[config.mk]
export PLATFORM = sky130hd
export DESIGN_NAME = muldiv_logic_op_decoder
export DESIGN_NICKNAME = d
export VERILOG_FILES = /design/src/logic/muldiv_logic_pkg.sv /design/src/logic/muldiv_logic_op_decoder.sv
export SDC_FILE = /design/constraint.sdc
export NUM_CORES = 1
export LEC_CHECK = 0
export BUFFER_PORTS_ARGS = -buffer_cell sky130_fd_sc_hd__buf_2
export CORE_MARGIN = 2
export CORE_UTILIZATION = 49
export DETAILED_ROUTE_END_ITERATION = 8
export PLACE_DENSITY_LB_ADDON = 0.1
export SLEW_MARGIN = 0
export SYNTH_ARGS = -nofsm -noshare
export SYNTH_HDL_FRONTEND = slang
export SYNTH_SLANG_ARGS = --single-unit
[constraint.sdc]
create_clock -name clk -period 0.8 [get_ports clk]
set_input_delay 0.16 -clock clk [delete_from_list [all_inputs] [get_ports clk]]
set_output_delay 0.16 -clock clk [all_outputs]
set_load 0.05 [all_outputs]
[src/logic/muldiv_logic_pkg.sv]
// Purpose: shared constants and carriers for the multiply/divide/logic decoder
// Assumes: opcode byte first, operand-select byte second, as fetched
// Notes:   cycle figures are processor clocks; ranges carry low and high bounds
package muldiv_logic_pkg;

  // fetched instruction bytes, oldest first
  typedef struct packed {
    logic [7:0] op;     // opcode byte
    logic [7:0] modrm;  // operand-select byte or second opcode byte
  } instr_bytes_t;

  // clock count range, low and high bound
  typedef struct packed {
    logic [6:0] lo;
    logic [6:0] hi;
  } cyc_range_t;

  // decoded operation kinds
  typedef enum logic [3:0] {
    K_NONE, K_SIGNED_MULTIPLY, K_IMM_SIGNED_MULTIPLY, K_UNSIGNED_DIVIDE,
    K_SIGNED_DIVIDE, K_ASCII_MULT_ADJUST, K_ASCII_DIV_ADJUST,
    K_BYTE_TO_WORD_SIGN_EXTEND, K_WORD_TO_DWORD_SIGN_EXTEND,
    K_AND, K_OR, K_TEST
  } op_kind_t;

  // decoder result, one per accepted instruction
  typedef struct packed {
    logic       valid;      // result present this cycle
    logic       known;      // opcode belongs to this group
    op_kind_t   kind;       // operation
    logic       word;       // 1 word, 0 byte
    logic       to_reg;     // result written to the reg field register
    logic       is_mem;     // operand in memory
    logic       has_modrm;  // operand-select byte used
    logic       flags_only; // flags updated, no result written
    logic [1:0] imm_bytes;  // immediate data bytes following
    logic [2:0] length;     // bytes, displacement excluded
    cyc_range_t cyc;        // execution clocks
  } decode_t;

  // opcode patterns (upper bits, width bit stripped)
  localparam logic [6:0] OP_GROUP3    = 7'h7B; // 1111011w
  localparam logic [6:0] OP_IMM_GROUP = 7'h40; // 1000000w
  localparam logic [5:0] OP_AND_RM    = 6'h08; // 001000dw
  localparam logic [5:0] OP_OR_RM     = 6'h02; // 000010dw
  localparam logic [6:0] OP_TEST_RM   = 7'h42; // 1000010w
  localparam logic [6:0] OP_TEST_ACC  = 7'h54; // 1010100w
  localparam logic [6:0] OP_AND_ACC   = 7'h12; // 0010010w
  localparam logic [6:0] OP_OR_ACC    = 7'h06; // 0000110w
  localparam logic [5:0] OP_MULT_IMM  = 6'h1A; // 011010s1
  localparam logic [7:0] OP_MULT_ADJ  = 8'hD4;
  localparam logic [7:0] OP_DIV_ADJ   = 8'hD5;
  localparam logic [7:0] ADJ_BASE     = 8'h0A;
  localparam logic [7:0] OP_BYTE_EXT  = 8'h98;
  localparam logic [7:0] OP_WORD_EXT  = 8'h99;

  // field positions and values
  localparam int         POS_W     = 0;
  localparam int         POS_D     = 1;
  localparam int         POS_S     = 1;
  localparam logic [1:0] MOD_REG   = 2'h3;
  localparam logic [2:0] SEL_TEST  = 3'h0;
  localparam logic [2:0] SEL_OR    = 3'h1;
  localparam logic [2:0] SEL_AND   = 3'h4;
  localparam logic [2:0] SEL_SMULT = 3'h5;
  localparam logic [2:0] SEL_DIV   = 3'h6;
  localparam logic [2:0] SEL_SDIV  = 3'h7;

  // clock counts
  localparam cyc_range_t CYC_SMUL_RB  = '{lo: 7'h19, hi: 7'h1C};
  localparam cyc_range_t CYC_SMUL_RW  = '{lo: 7'h22, hi: 7'h25};
  localparam cyc_range_t CYC_SMUL_MB  = '{lo: 7'h1F, hi: 7'h22};
  localparam cyc_range_t CYC_SMUL_MW  = '{lo: 7'h28, hi: 7'h2B};
  localparam cyc_range_t CYC_SMULI_R  = '{lo: 7'h16, hi: 7'h19};
  localparam cyc_range_t CYC_SMULI_M  = '{lo: 7'h1D, hi: 7'h20};
  localparam cyc_range_t CYC_SDIV_RB  = '{lo: 7'h2C, hi: 7'h34};
  localparam cyc_range_t CYC_SDIV_RW  = '{lo: 7'h35, hi: 7'h3D};
  localparam cyc_range_t CYC_SDIV_MB  = '{lo: 7'h32, hi: 7'h3A};
  localparam cyc_range_t CYC_SDIV_MW  = '{lo: 7'h3B, hi: 7'h43};
  localparam logic [6:0] CYC_DIV_RB   = 7'h1D;
  localparam logic [6:0] CYC_DIV_RW   = 7'h26;
  localparam logic [6:0] CYC_DIV_MB   = 7'h23;
  localparam logic [6:0] CYC_DIV_MW   = 7'h2C;
  localparam logic [6:0] CYC_MULT_ADJ = 7'h13;
  localparam logic [6:0] CYC_DIV_ADJ  = 7'h0F;
  localparam logic [6:0] CYC_BYTE_EXT = 7'h02;
  localparam logic [6:0] CYC_WORD_EXT = 7'h04;
  localparam logic [6:0] CYC_LOG_REG  = 7'h03;
  localparam logic [6:0] CYC_LOG_MEM  = 7'h0A;
  localparam logic [6:0] CYC_IMM_REG  = 7'h04;
  localparam logic [6:0] CYC_IMM_MEM  = 7'h10;
  localparam logic [6:0] CYC_TSTI_MEM = 7'h0A;
  localparam logic [6:0] CYC_ACC_BYTE = 7'h03;
  localparam logic [6:0] CYC_ACC_WORD = 7'h04;

  // lengths and reset value
  localparam logic [2:0] LEN_OP       = 3'h1;
  localparam logic [2:0] LEN_OP_MODRM = 3'h2;
  localparam decode_t    DECODE_RESET = '0;

endpackage

[src/logic/muldiv_logic_op_decoder.sv]
// Purpose: decode multiply, divide, adjust, sign-extend and AND/OR/TEST
//          instructions, giving operand use, length and execution clocks
// Assumes: in_bytes comes from logic on clk; no synchroniser needed
// Notes:   result appears one clock after in_valid; length excludes displacement
//
// What this block does
// RULE1 - signed multiply: group opcode, select 101, clocks
// RULE2 - immediate signed multiply: data, sign bit, clocks
// RULE3 - unsigned divide: group opcode, select 110, clocks
// RULE4 - signed divide: group opcode, select 111, clocks
// RULE5 - multiply adjust: D4 then 0A, 19 clocks
// RULE6 - divide adjust: D5 then 0A, 15 clocks
// RULE7 - byte to word sign extend, 2 clocks
// RULE8 - word to doubleword sign extend, 4 clocks
// RULE9 - AND/OR register and immediate forms, clocks
// RULE10 - flag-only AND register form, 3/10 clocks
// RULE11 - flag-only AND immediate, select 000, 4/10
// RULE12 - flag-only AND accumulator immediate, 3/4 clocks
// RULE13 - width bit word, direction bit targets register
// RULE14 - output clock count matching operand kind
`timescale 1ns/1ps

module muldiv_logic_op_decoder
(
  input  wire logic                          clk,      // core clock, 50 MHz
  input  wire logic                          rst,      // async, active high
  input  wire logic                          in_valid, // bytes present this cycle
  input  wire muldiv_logic_pkg::instr_bytes_t in_bytes, // opcode and next byte
  output muldiv_logic_pkg::decode_t          dec       // registered result
);
  import muldiv_logic_pkg::*;

  //////////////////////////////////////////////////////////////////////////////
  // helpers

  // memory operand whenever mod is not the register form
  function automatic logic mod_is_mem(input logic [7:0] modrm);
    mod_is_mem = (modrm[7:6] != MOD_REG);
  endfunction

  // fixed clock count as a degenerate range
  function automatic cyc_range_t fixed(input logic [6:0] c);
    fixed = '{lo: c, hi: c};
  endfunction

  // pick among register/memory and byte/word
  function automatic cyc_range_t pick4(input logic mem, input logic wd,
                                       input cyc_range_t rb, input cyc_range_t rw,
                                       input cyc_range_t mb, input cyc_range_t mw);
    if (mem)
    begin
      pick4 = wd ? mw : mb;
    end
    else
    begin
      pick4 = wd ? rw : rb;
    end
  endfunction

  //////////////////////////////////////////////////////////////////////////////
  // decode

  decode_t    dec_reg;   // result register
  decode_t    dec_next;  // next result
  logic [7:0] op;        // opcode byte
  logic [7:0] mb;        // operand-select byte
  logic [2:0] sel;       // middle field of operand-select byte
  logic       wbit;      // width bit
  logic       mem;       // operand in memory

  assign op   = in_bytes.op;
  assign mb   = in_bytes.modrm;
  assign sel  = mb[5:3];
  assign wbit = op[POS_W];   // RULE13
  assign mem  = mod_is_mem(mb);

  // combinational decode of the presented bytes
  always_comb
  begin
    dec_next       = DECODE_RESET;
    dec_next.valid = in_valid;
    dec_next.word  = wbit; // RULE13
    if (op[7:1] == OP_GROUP3)
    begin
      // multiply, divide and flag-only immediate share this opcode
      dec_next.has_modrm = 1'b1;
      dec_next.is_mem    = mem;
      dec_next.length    = LEN_OP_MODRM;
      unique case (sel)
        SEL_SMULT:
        begin
          dec_next.known = 1'b1; // RULE1
          dec_next.kind  = K_SIGNED_MULTIPLY;
          dec_next.cyc   = pick4(mem, wbit, CYC_SMUL_RB, CYC_SMUL_RW,
                                 CYC_SMUL_MB, CYC_SMUL_MW); // RULE1 RULE14
        end
        SEL_DIV:
        begin
          dec_next.known = 1'b1; // RULE3
          dec_next.kind  = K_UNSIGNED_DIVIDE;
          dec_next.cyc   = pick4(mem, wbit, fixed(CYC_DIV_RB), fixed(CYC_DIV_RW),
                                 fixed(CYC_DIV_MB), fixed(CYC_DIV_MW)); // RULE3 RULE14
        end
        SEL_SDIV:
        begin
          dec_next.known = 1'b1; // RULE4
          dec_next.kind  = K_SIGNED_DIVIDE;
          dec_next.cyc   = pick4(mem, wbit, CYC_SDIV_RB, CYC_SDIV_RW,
                                 CYC_SDIV_MB, CYC_SDIV_MW); // RULE4 RULE14
        end
        SEL_TEST:
        begin
          dec_next.known      = 1'b1; // RULE11
          dec_next.kind       = K_TEST;
          dec_next.flags_only = 1'b1;
          dec_next.imm_bytes  = wbit ? 2'h2 : 2'h1; // RULE11
          dec_next.length     = LEN_OP_MODRM + {1'b0, dec_next.imm_bytes};
          dec_next.cyc        = fixed(mem ? CYC_TSTI_MEM : CYC_IMM_REG); // RULE11 RULE14
        end
        default:
        begin
          // other selects of this opcode belong to neighbouring groups
          dec_next.has_modrm = 1'b0;
          dec_next.is_mem    = 1'b0;
          dec_next.length    = '0;
        end
      endcase
    end
    else if (op[7:2] == OP_MULT_IMM && op[POS_W])
    begin
      // sign bit set means one data byte sign-extended, else two
      dec_next.known     = 1'b1; // RULE2
      dec_next.kind      = K_IMM_SIGNED_MULTIPLY;
      dec_next.word      = 1'b1;
      dec_next.to_reg    = 1'b1;
      dec_next.has_modrm = 1'b1;
      dec_next.is_mem    = mem;
      dec_next.imm_bytes = op[POS_S] ? 2'h1 : 2'h2; // RULE2
      dec_next.length    = LEN_OP_MODRM + {1'b0, dec_next.imm_bytes};
      dec_next.cyc       = mem ? CYC_SMULI_M : CYC_SMULI_R; // RULE2 RULE14
    end
    else if ((op == OP_MULT_ADJ || op == OP_DIV_ADJ) && mb == ADJ_BASE)
    begin
      // second byte must be the base; any other second byte is not ours
      dec_next.known  = 1'b1; // RULE5 RULE6
      dec_next.kind   = (op == OP_MULT_ADJ) ? K_ASCII_MULT_ADJUST : K_ASCII_DIV_ADJUST;
      dec_next.word   = 1'b0;
      dec_next.length = LEN_OP_MODRM;
      dec_next.cyc    = fixed((op == OP_MULT_ADJ) ? CYC_MULT_ADJ : CYC_DIV_ADJ); // RULE5 RULE6
    end
    else if (op == OP_BYTE_EXT || op == OP_WORD_EXT)
    begin
      dec_next.known  = 1'b1; // RULE7 RULE8
      dec_next.kind   = (op == OP_BYTE_EXT) ? K_BYTE_TO_WORD_SIGN_EXTEND
                                            : K_WORD_TO_DWORD_SIGN_EXTEND;
      dec_next.word   = (op == OP_WORD_EXT);
      dec_next.length = LEN_OP;
      dec_next.cyc    = fixed((op == OP_BYTE_EXT) ? CYC_BYTE_EXT : CYC_WORD_EXT); // RULE7 RULE8
    end
    else if (op[7:2] == OP_AND_RM || op[7:2] == OP_OR_RM)
    begin
      dec_next.known     = 1'b1; // RULE9
      dec_next.kind      = (op[7:2] == OP_AND_RM) ? K_AND : K_OR;
      dec_next.to_reg    = op[POS_D]; // RULE13
      dec_next.has_modrm = 1'b1;
      dec_next.is_mem    = mem;
      dec_next.length    = LEN_OP_MODRM;
      dec_next.cyc       = fixed(mem ? CYC_LOG_MEM : CYC_LOG_REG); // RULE9 RULE14
    end
    else if (op[7:1] == OP_IMM_GROUP && (sel == SEL_AND || sel == SEL_OR))
    begin
      dec_next.known     = 1'b1; // RULE9
      dec_next.kind      = (sel == SEL_AND) ? K_AND : K_OR;
      dec_next.has_modrm = 1'b1;
      dec_next.is_mem    = mem;
      dec_next.imm_bytes = wbit ? 2'h2 : 2'h1;
      dec_next.length    = LEN_OP_MODRM + {1'b0, dec_next.imm_bytes};
      dec_next.cyc       = fixed(mem ? CYC_IMM_MEM : CYC_IMM_REG); // RULE9 RULE14
    end
    else if (op[7:1] == OP_TEST_RM)
    begin
      dec_next.known      = 1'b1; // RULE10
      dec_next.kind       = K_TEST;
      dec_next.flags_only = 1'b1;
      dec_next.has_modrm  = 1'b1;
      dec_next.is_mem     = mem;
      dec_next.length     = LEN_OP_MODRM;
      dec_next.cyc        = fixed(mem ? CYC_LOG_MEM : CYC_LOG_REG); // RULE10 RULE14
    end
    else if (op[7:1] == OP_TEST_ACC || op[7:1] == OP_AND_ACC || op[7:1] == OP_OR_ACC)
    begin
      // accumulator forms carry no operand-select byte
      dec_next.known      = 1'b1; // RULE12
      dec_next.kind       = (op[7:1] == OP_TEST_ACC) ? K_TEST :
                            (op[7:1] == OP_AND_ACC) ? K_AND : K_OR;
      dec_next.flags_only = (op[7:1] == OP_TEST_ACC);
      dec_next.imm_bytes  = wbit ? 2'h2 : 2'h1; // RULE12
      dec_next.length     = LEN_OP + {1'b0, dec_next.imm_bytes};
      dec_next.cyc        = fixed(wbit ? CYC_ACC_WORD : CYC_ACC_BYTE); // RULE12 RULE14
    end
    if (!in_valid)
    begin
      // hold a clean idle value so sequencing never sees stale counts
      dec_next = DECODE_RESET;
    end
  end

  //////////////////////////////////////////////////////////////////////////////
  // result register

  // registered so the output comes straight from flip-flops
  always_ff @(posedge clk or posedge rst)
  begin
    if (rst)
    begin
      dec_reg <= DECODE_RESET;
    end
    else
    begin
      dec_reg <= dec_next;
    end
  end

  assign dec = dec_reg;

endmodule

## Word-level counts from Yosys, hierarchy flattened

Index checks and enable logic that the tools add are counted.

| storage, ports and cells | value |
|---|---|
| input port bits | 19 |
| bits in registers | 30 |
| output and inout bits | 30 |
| word-level logic and storage cells | 113 |

| operators by class | value |
|---|---|
| reductions and logical operators | 12 |
| multiplexer cells | 66 |
| add/subtract/negate cells | 3 |
| equal/unequal tests | 20 |

Operators with widths:

| kind | count |
|---|---|
| $mux W20 | 8 |
| $mux W17 | 4 |
| $mux W13 | 5 |
| $pmux W14 S4 | 1 |
| $mux W5 | 8 |
| $mux W19 | 2 |
| $mux W11 | 3 |
| $eq A8 B8 Y1 const B | 4 |
| $mux W30 | 1 |
| $eq A7 B7 Y1 const B | 4 |
| $mux W2 | 13 |
| $mux W12 | 2 |
| $mux W22 | 1 |
| $pmux W5 S4 | 1 |
| $mux W6 | 3 |
| $eq A3 B3 Y1 const B | 4 |
| $mux W3 | 4 |
| $mux W4 | 3 |
| $mux W9 | 1 |
| $eq A8 B4 Y1 const B | 1 |
| $eq A7 B3 Y1 const B | 1 |
| $eq A7 B5 Y1 const B | 1 |
| $add A2 B2 Y3 const A | 2 |
| $eq A6 B2 Y1 const B | 1 |
| other kinds (12) | 23 |

## Logic depth before layout (Yosys ltp)

Gate-level depths: netlist of the first run.

| logic depth | value |
|---|---|
| depth in word-level cells | 19 |
| gate-level depth with buffers | 8 |
| depth with buffers taken out | 7 |

## Least setup slack after synthesis of the first run

Ideal clock, no wire load.

| timing | value |
|---|---|
| kind | input-to-reg |
| start | input port in_bytes[5] (netlist name) |
| end | register dec_reg, in the netlist dec[25] |
| stages | 6 |
| path slack | -0.950 ns |
| data arrival time | 1.632 ns |
| data required time | 0.681 ns |
| buffers on the path | 1 |
| cell sequence | clkbuf_1 > or4b_4 > nor4_4 > nor3b_4 > nor2_1 > o21a_1 |

RTL lines:

| item | line | source |
|---|---|---|
| start: declaration | muldiv_logic_op_decoder.sv:28 | `input wire muldiv_logic_pkg::instr_bytes_t in_bytes,` |
| end signal: assignment | muldiv_logic_op_decoder.sv:220 | `dec_reg <= dec_next;` |
| end: declaration | muldiv_logic_op_decoder.sv:63 | `decode_t dec_reg;` |

==> results of run 1 <==
==> cells by family after synthesis <==
logic type / Yosys count / share of synthesized area [%]
xor+xnor: 4 / 1.71
other cells: 1 / 0.183
buf+inv: 28 / 6.16
simple gates: 101 / 29.8
mux: 1 / 0.549
compound gates: 65 / 22.0
fa+ha+maj: 7 / 4.27
flops: 29 / 35.4
==> routing by layer <==
layer | vias up | GRT usage (%)
li1 | 1106 | -
met2 | 323 | 62.4
met4 | 0 | 16.9
met5 | - | 0
met1 | 1325 | 43.0
met3 | 110 | 7.47
==> through the flow <==
stage / cells / area (um^2) / setup slack [ps] / hold WS [ps]
after detailed placement: 369 / 2760 / -1120 / 204
after global placement: 369 / 2760 / -1090 / 200
after global routing: 404 / 3750 / -914 / 117
after floorplan: 236 / 2200 / -911 / 191
after CTS: 393 / 3490 / -653 / 100
final: 404 / 3750 / -751 / 127
==> placed cells by master (no fill, tap or decap), types with 4 or more instances in the layout <==
| cell | count |
|---|---|
| clkbuf_8 | 5 |
| nand2_2 | 4 |
| buf_4 | 67 |
| buf_6 | 47 |
| nand2_1 | 8 |
| nor3_1 | 7 |
| nor2_2 | 4 |
| nor3_2 | 4 |
| buf_12 | 7 |
| inv_1 | 5 |
| a21oi_2 | 11 |
| nand3_1 | 7 |
| o21ai_0 | 7 |
| nor2_1 | 16 |
| buf_2 | 8 |
| a21oi_1 | 7 |
| nand2b_1 | 4 |
| ha_1 | 6 |
| nand4_1 | 6 |
| o21a_1 | 5 |
| dfrtp_1 | 29 |
==> repair_timing <==
item,in CTS,in global routing
gates cloned,1,0
endpoints found under the setup margin,57,57
endpoints found under the hold margin,29,0
resized for setup,128,38
hold buffers,1,0
setup buffers,15,12
pin swaps,23,19
==> power breakdown <==
| part | internal (W) | switching, W |
|---|---|---|
| clock | 0.00124 | 0.000684 |
| sequential | 0.00149 | 0.0000143 |
| combinational | 0.000534 | 0.000704 |
| total | 0.00326 | 0.00140 |
==> final cells by class <==
class | count | area (um^2) | area share, %
tap | 50 | 62.6 | 1.67
multi-input combinational | 179 | 1550 | 41.4
clock inverter | 3 | 65.1 | 1.74
clock buffer | 5 | 68.8 | 1.84
inverter | 6 | 22.5 | 0.601
sequential | 29 | 726 | 19.4
timing repair buffer | 132 | 1250 | 33.4
==> worst max path at each step <==
stage,from,to,slack [ps]
floorplan,in_bytes[5],dec[25],-910
global placement,in_bytes[9],dec[8],-1090
detailed placement,in_bytes[11],dec[8],-1120
CTS,in_bytes[2],dec[24],-650
global route,in_bytes[8],dec[25],-910
finish,in_bytes[2],dec[24],-750
==> critical path, cell delays in order <==
cell and delay (ps):
buf_6 90, or4_4 540, nor4_4 250, buf_4 180, nor3b_4 280, nor2_1 90, a21oi_2 180
==> flow_metrics.env, run 1 <==
export IMPL_status="complete, but fails checks"
export IMPL_violations="setup timing"
export IMPL_pin_count=49
export IMPL_antenna_found_initial=0
export IMPL_setup_viol=57
export IMPL_cp_required_ps=1010
export IMPL_power_density_mw_per_mm2=1240
export IMPL_finalWorstPathRequiredPeriod_ps=1550
export IMPL_vias_per_cell=7.09
export IMPL_yosysUniqueCellTypes=62
export IMPL_ys_async_sr_fraction_pct=100
export IMPL_yosys_area_top_type="dfrtp_1"
export IMPL_cts_buffers=5
export IMPL_holdCritPathClass="input pin to flop"
export IMPL_synth_flop_cell="dfrtp_1"
export IMPL_cts_clk_slew_worst_paths_ps=80
export IMPL_synth_cells=236
export IMPL_period_share_pct=194
export IMPL_min_to="dec[29]"
export IMPL_rsz0062_at_grt="true"
export IMPL_io_buffers=47
export IMPL_clock_path_buffers=2
export IMPL_yosysWarnings=0
export IMPL_end_kind="flop"
export IMPL_yosys_area_top_type_share_pct=35.4
export IMPL_worst_pin_slew_ps=565
export IMPL_grt_pass1_wl_mm=12.5
export IMPL_crit_type="input pin to flop"
export IMPL_cts_max_level=2
export IMPL_grt_usage_pct=36.2
export IMPL_dieArea_mm2=0.00472
export IMPL_fillerInstances=110
export IMPL_start_util_pct=51.3
export IMPL_cp_start_kind="input pin"
export IMPL_min_from="in_valid"
export IMPL_p_leak_nw=1.68
export IMPL_drive_above_1_share_pct=59.3
export IMPL_num_rows=23
export IMPL_critPathMaxFanout=5
export IMPL_via_count=2864
export IMPL_synth_most_common_cell="dfrtp_1"
export IMPL_mappedNetlistArea_mm2=0.00205
export IMPL_synth_seq_cells=29
export IMPL_hpwl_mm=4.39
export IMPL_cap_violations=0
export IMPL_die_h_um=68.7
export IMPL_synthTopCellsByCount="29 x dfrtp_1, 21 x nor2_1, 15 x a21oi_1, 13 x nand2_1"
export IMPL_core_mm2=0.00400
export IMPL_cts_tree="done"
export IMPL_m1WireLength_mm=3.51
export IMPL_gp_congestion=0.876
export IMPL_wl_met3_mm=1.33
export IMPL_top_layer="met4"
export IMPL_hold_depth=1
export IMPL_slew_violations=0
export IMPL_grt_max_degree=30
export IMPL_grt_pass1_vias=2425
export IMPL_root_buffer="clkbuf_8"
export IMPL_slew_headroom_pct=62.2
export IMPL_nNetsFinal=379
export IMPL_fmax_ghz=0.645
export IMPL_first_pass_iters=6
export IMPL_syn_to_final_growth_pct=82.7
export IMPL_wire_per_inst_um=26.2
export IMPL_setup_slack_ps=-751
export IMPL_fp_dieW_um=68.7
export IMPL_netlist_top_cells_area="dfrtp_1 35%, ha_1 4.3%, nor2_1 3.8%"
export IMPL_setup_tns_ps=-22510
export IMPL_wl_met2_mm=4.82
export IMPL_grt_overflow_total=0
export IMPL_drc=0
export IMPL_antenna_cells=0
export IMPL_hold_viol=0
export IMPL_p_total_w=0.00466
export IMPL_worstPathArrival_ps=1760
export IMPL_seq_area_frac_synth_pct=35.4
export IMPL_synth_net_count=262
export IMPL_cts_sinks=29
export IMPL_synth_edf_count=0
export IMPL_peakVddDrop_mv=0.895
export IMPL_largest_reg_flops=29
export IMPL_drt_initial_drc_count=511
export IMPL_wl_mm=10.6
export IMPL_antenna_left=0
export IMPL_finalCoreUtilization_pct=93.7
export IMPL_syn_mean_instance_area_um2=8.69
(Power assumes the default switching activity.)
==> run 2, diff against run 1 <==
CORE_ASPECT_RATIO = 0.75   (was not set)
SETUP_SLACK_MARGIN = 0.15   (was not set)
==> run 2 against run 1 <==
Effect of this change:
- the flow finishes with violations (hold timing, setup timing)
- non-clock buffer count down 3
- maximum frequency shrank 9.9%
- largest power group is now registers
- clock power fell by 29%
- wire length shrank 8.4%
- cell count is 0.50% higher
- critical path type unchanged
- via count shrank 3.1%
- largest cell class unchanged
- sequential share of layout area increased by 1.0 points
- flip-flop and latch count unchanged
- hold slack got worse by 300 ps
- combinational power down 6%
==> flow_metrics.env, run 2 (synthesis gave the netlist of run 1 again) <==
export IMPL_grt_overflow_total=0
export IMPL_slew_violations=0
export IMPL_fp_dieW_um=78.7
export IMPL_drt_initial_drc_count=447
export IMPL_first_pass_iters=6
export IMPL_root_buffer="clkbuf_8"
export IMPL_finalCoreUtilization_pct=92.6
export IMPL_fillerInstances=129
export IMPL_end_kind="flop"
export IMPL_status="complete, but fails checks"
export IMPL_gp_congestion=0.896
export IMPL_path_delay_family="simple AND/OR/NAND/NOR gates"
export IMPL_power_density_mw_per_mm2=1090
export IMPL_crit_chain="buf_6 -> or4b_4 -> nor4_4 -> buf_4 -> nor3b_4 -> nor2_1 -> o21a_1"
export IMPL_holdCritPathClass="input pin to asynchronous set/reset pin"
export IMPL_grt_pass1_vias=2325
export IMPL_cts_clk_slew_worst_paths_ps=60
export IMPL_wl_mm=9.69
export IMPL_rsz0062_at_grt="true"
export IMPL_cap_violations=0
export IMPL_p_total_w=0.00405
export IMPL_io_buffers=47
export IMPL_path_buf_inv=2
export IMPL_wl_met3_mm=1.25
export IMPL_dp_cells=381
export IMPL_cts_buffers=5
export IMPL_cp_start_kind="input pin"
export IMPL_largest_reg_flops=29
export IMPL_hold_viol=10
export IMPL_grt_pass1_wl_mm=12.2
export IMPL_start_util_pct=50.9
export IMPL_cts_sinks=29
export IMPL_worst_pin_slew_ps=592
export IMPL_cts_tree="done"
export IMPL_antenna_left=0
export IMPL_syn_to_final_growth_pct=81.9
export IMPL_peakVddDrop_mv=1.14
export IMPL_setup_slack_ps=-921
export IMPL_drc=0
export IMPL_wl_met2_mm=4.28
export IMPL_vias_per_cell=6.83
export IMPL_finalWorstPathRequiredPeriod_ps=1720
export IMPL_period_share_pct=215
export IMPL_nNetsFinal=376
export IMPL_violations="hold timing, setup timing"
export IMPL_core_mm2=0.00403
export IMPL_setup_viol=57
export IMPL_final_cell_mix="60 x buf_4, 50 x buf_6, 28 x dfrtp_2"
export IMPL_final_common_cell="buf_4"
export IMPL_worstPathArrival_ps=1890
export IMPL_slowest_delay_ps=550
export IMPL_via_count=2775
export IMPL_die_h_um=60.0
export IMPL_slew_headroom_pct=60.5
export IMPL_num_rows=20
export IMPL_instances_no_fill=406
export IMPL_antenna_found_initial=0
export IMPL_critPathMaxFanout=3
export IMPL_pin_count=49
export IMPL_grt_max_degree=26
export IMPL_crit_type="input pin to flop"
export IMPL_slowest_stage="or4b_4"
export IMPL_fmax_ghz=0.581
export IMPL_drive_above_1_share_pct=66.7
export IMPL_p_leak_nw=1.62
export IMPL_hold_slack_ps=-169
export IMPL_cp_required_ps=970
export IMPL_cts_max_level=2
export IMPL_dieArea_mm2=0.00472
export IMPL_dp_slack_ps=-1100
export IMPL_top_layer="met4"
export IMPL_clock_path_buffers=2
export IMPL_hpwl_mm=4.61
export IMPL_grt_usage_pct=34.4
export IMPL_m1WireLength_mm=3.46
export IMPL_wire_per_inst_um=23.9
export IMPL_antenna_cells=0
-- run 2: cell types whose count changed in the layout (fill, tap and decap cells not counted), sizes merged --
cell	before	now
dlygate4sd3	1	0
bufinv	2	0
clkbuf	5	9
buf	131	127
clkinvlp	0	1
inv	6	5
-- run 2: power by group --
group	internal [W]	switching, W	total, W
combinational	0.000522	0.000652	0.00117
sequential	0.00149	0.0000142	0.00151
clock	0.000777	0.000592	0.00137
total	0.00279	0.00126	0.00405
-- run 2: repair_timing --
action,in CTS,in global routing
gates cloned,0,2
resized for setup,117,43
buffers inserted,7,8
endpoints found under the setup margin,57,57
pin swaps,21,18
hold endpoints to repair,10,10
-- run 2: stage by stage --
| step | instance area [um^2] | setup TNS, ps |
|---|---|---|
| after CTS | 3430 | -21000 |
| after global placement | 2860 | -24530 |
| after floorplan | 2240 | -19160 |
| after detailed placement | 2860 | -24910 |
| after global routing | 3730 | -24960 |
| final | 3730 | -24570 |
-- run 2: final cells by class --
| type | instances | area, um^2 | area share, % |
|---|---|---|---|
| flip-flops and latches | 29 | 761 | 20.4 |
| inverters | 6 | 26.3 | 0.704 |
| multi-input cells | 179 | 1510 | 40.6 |
| well taps | 55 | 68.8 | 1.85 |
| repair buffers | 129 | 1260 | 33.7 |
| clock buffers | 7 | 96.3 | 2.58 |
| clock inverters | 1 | 5.00 | 0.134 |
-- run 2: layer usage --
layer / GRT usage (%) / vias to the layer above
li1: - / 1098
met1: 47.8 / 1263
met2: 54.8 / 313
met3: 6.19 / 101
met4: 11.5 / 0
met5: 0 / -
-- run 2: final timing paths --
| path | end | slack, ps | cells after the start | startpoint |
|---|---|---|---|---|
| worst max-delay path | dec[25] | -920 | 7 | in_bytes[4] |
| worst min-delay path | dec[1] | -170 | 2 | rst |
| max in group asynchronous | dec[10] | 590 | 3 | rst |
| min in group clk | dec[29] | 140 | 1 | in_valid |
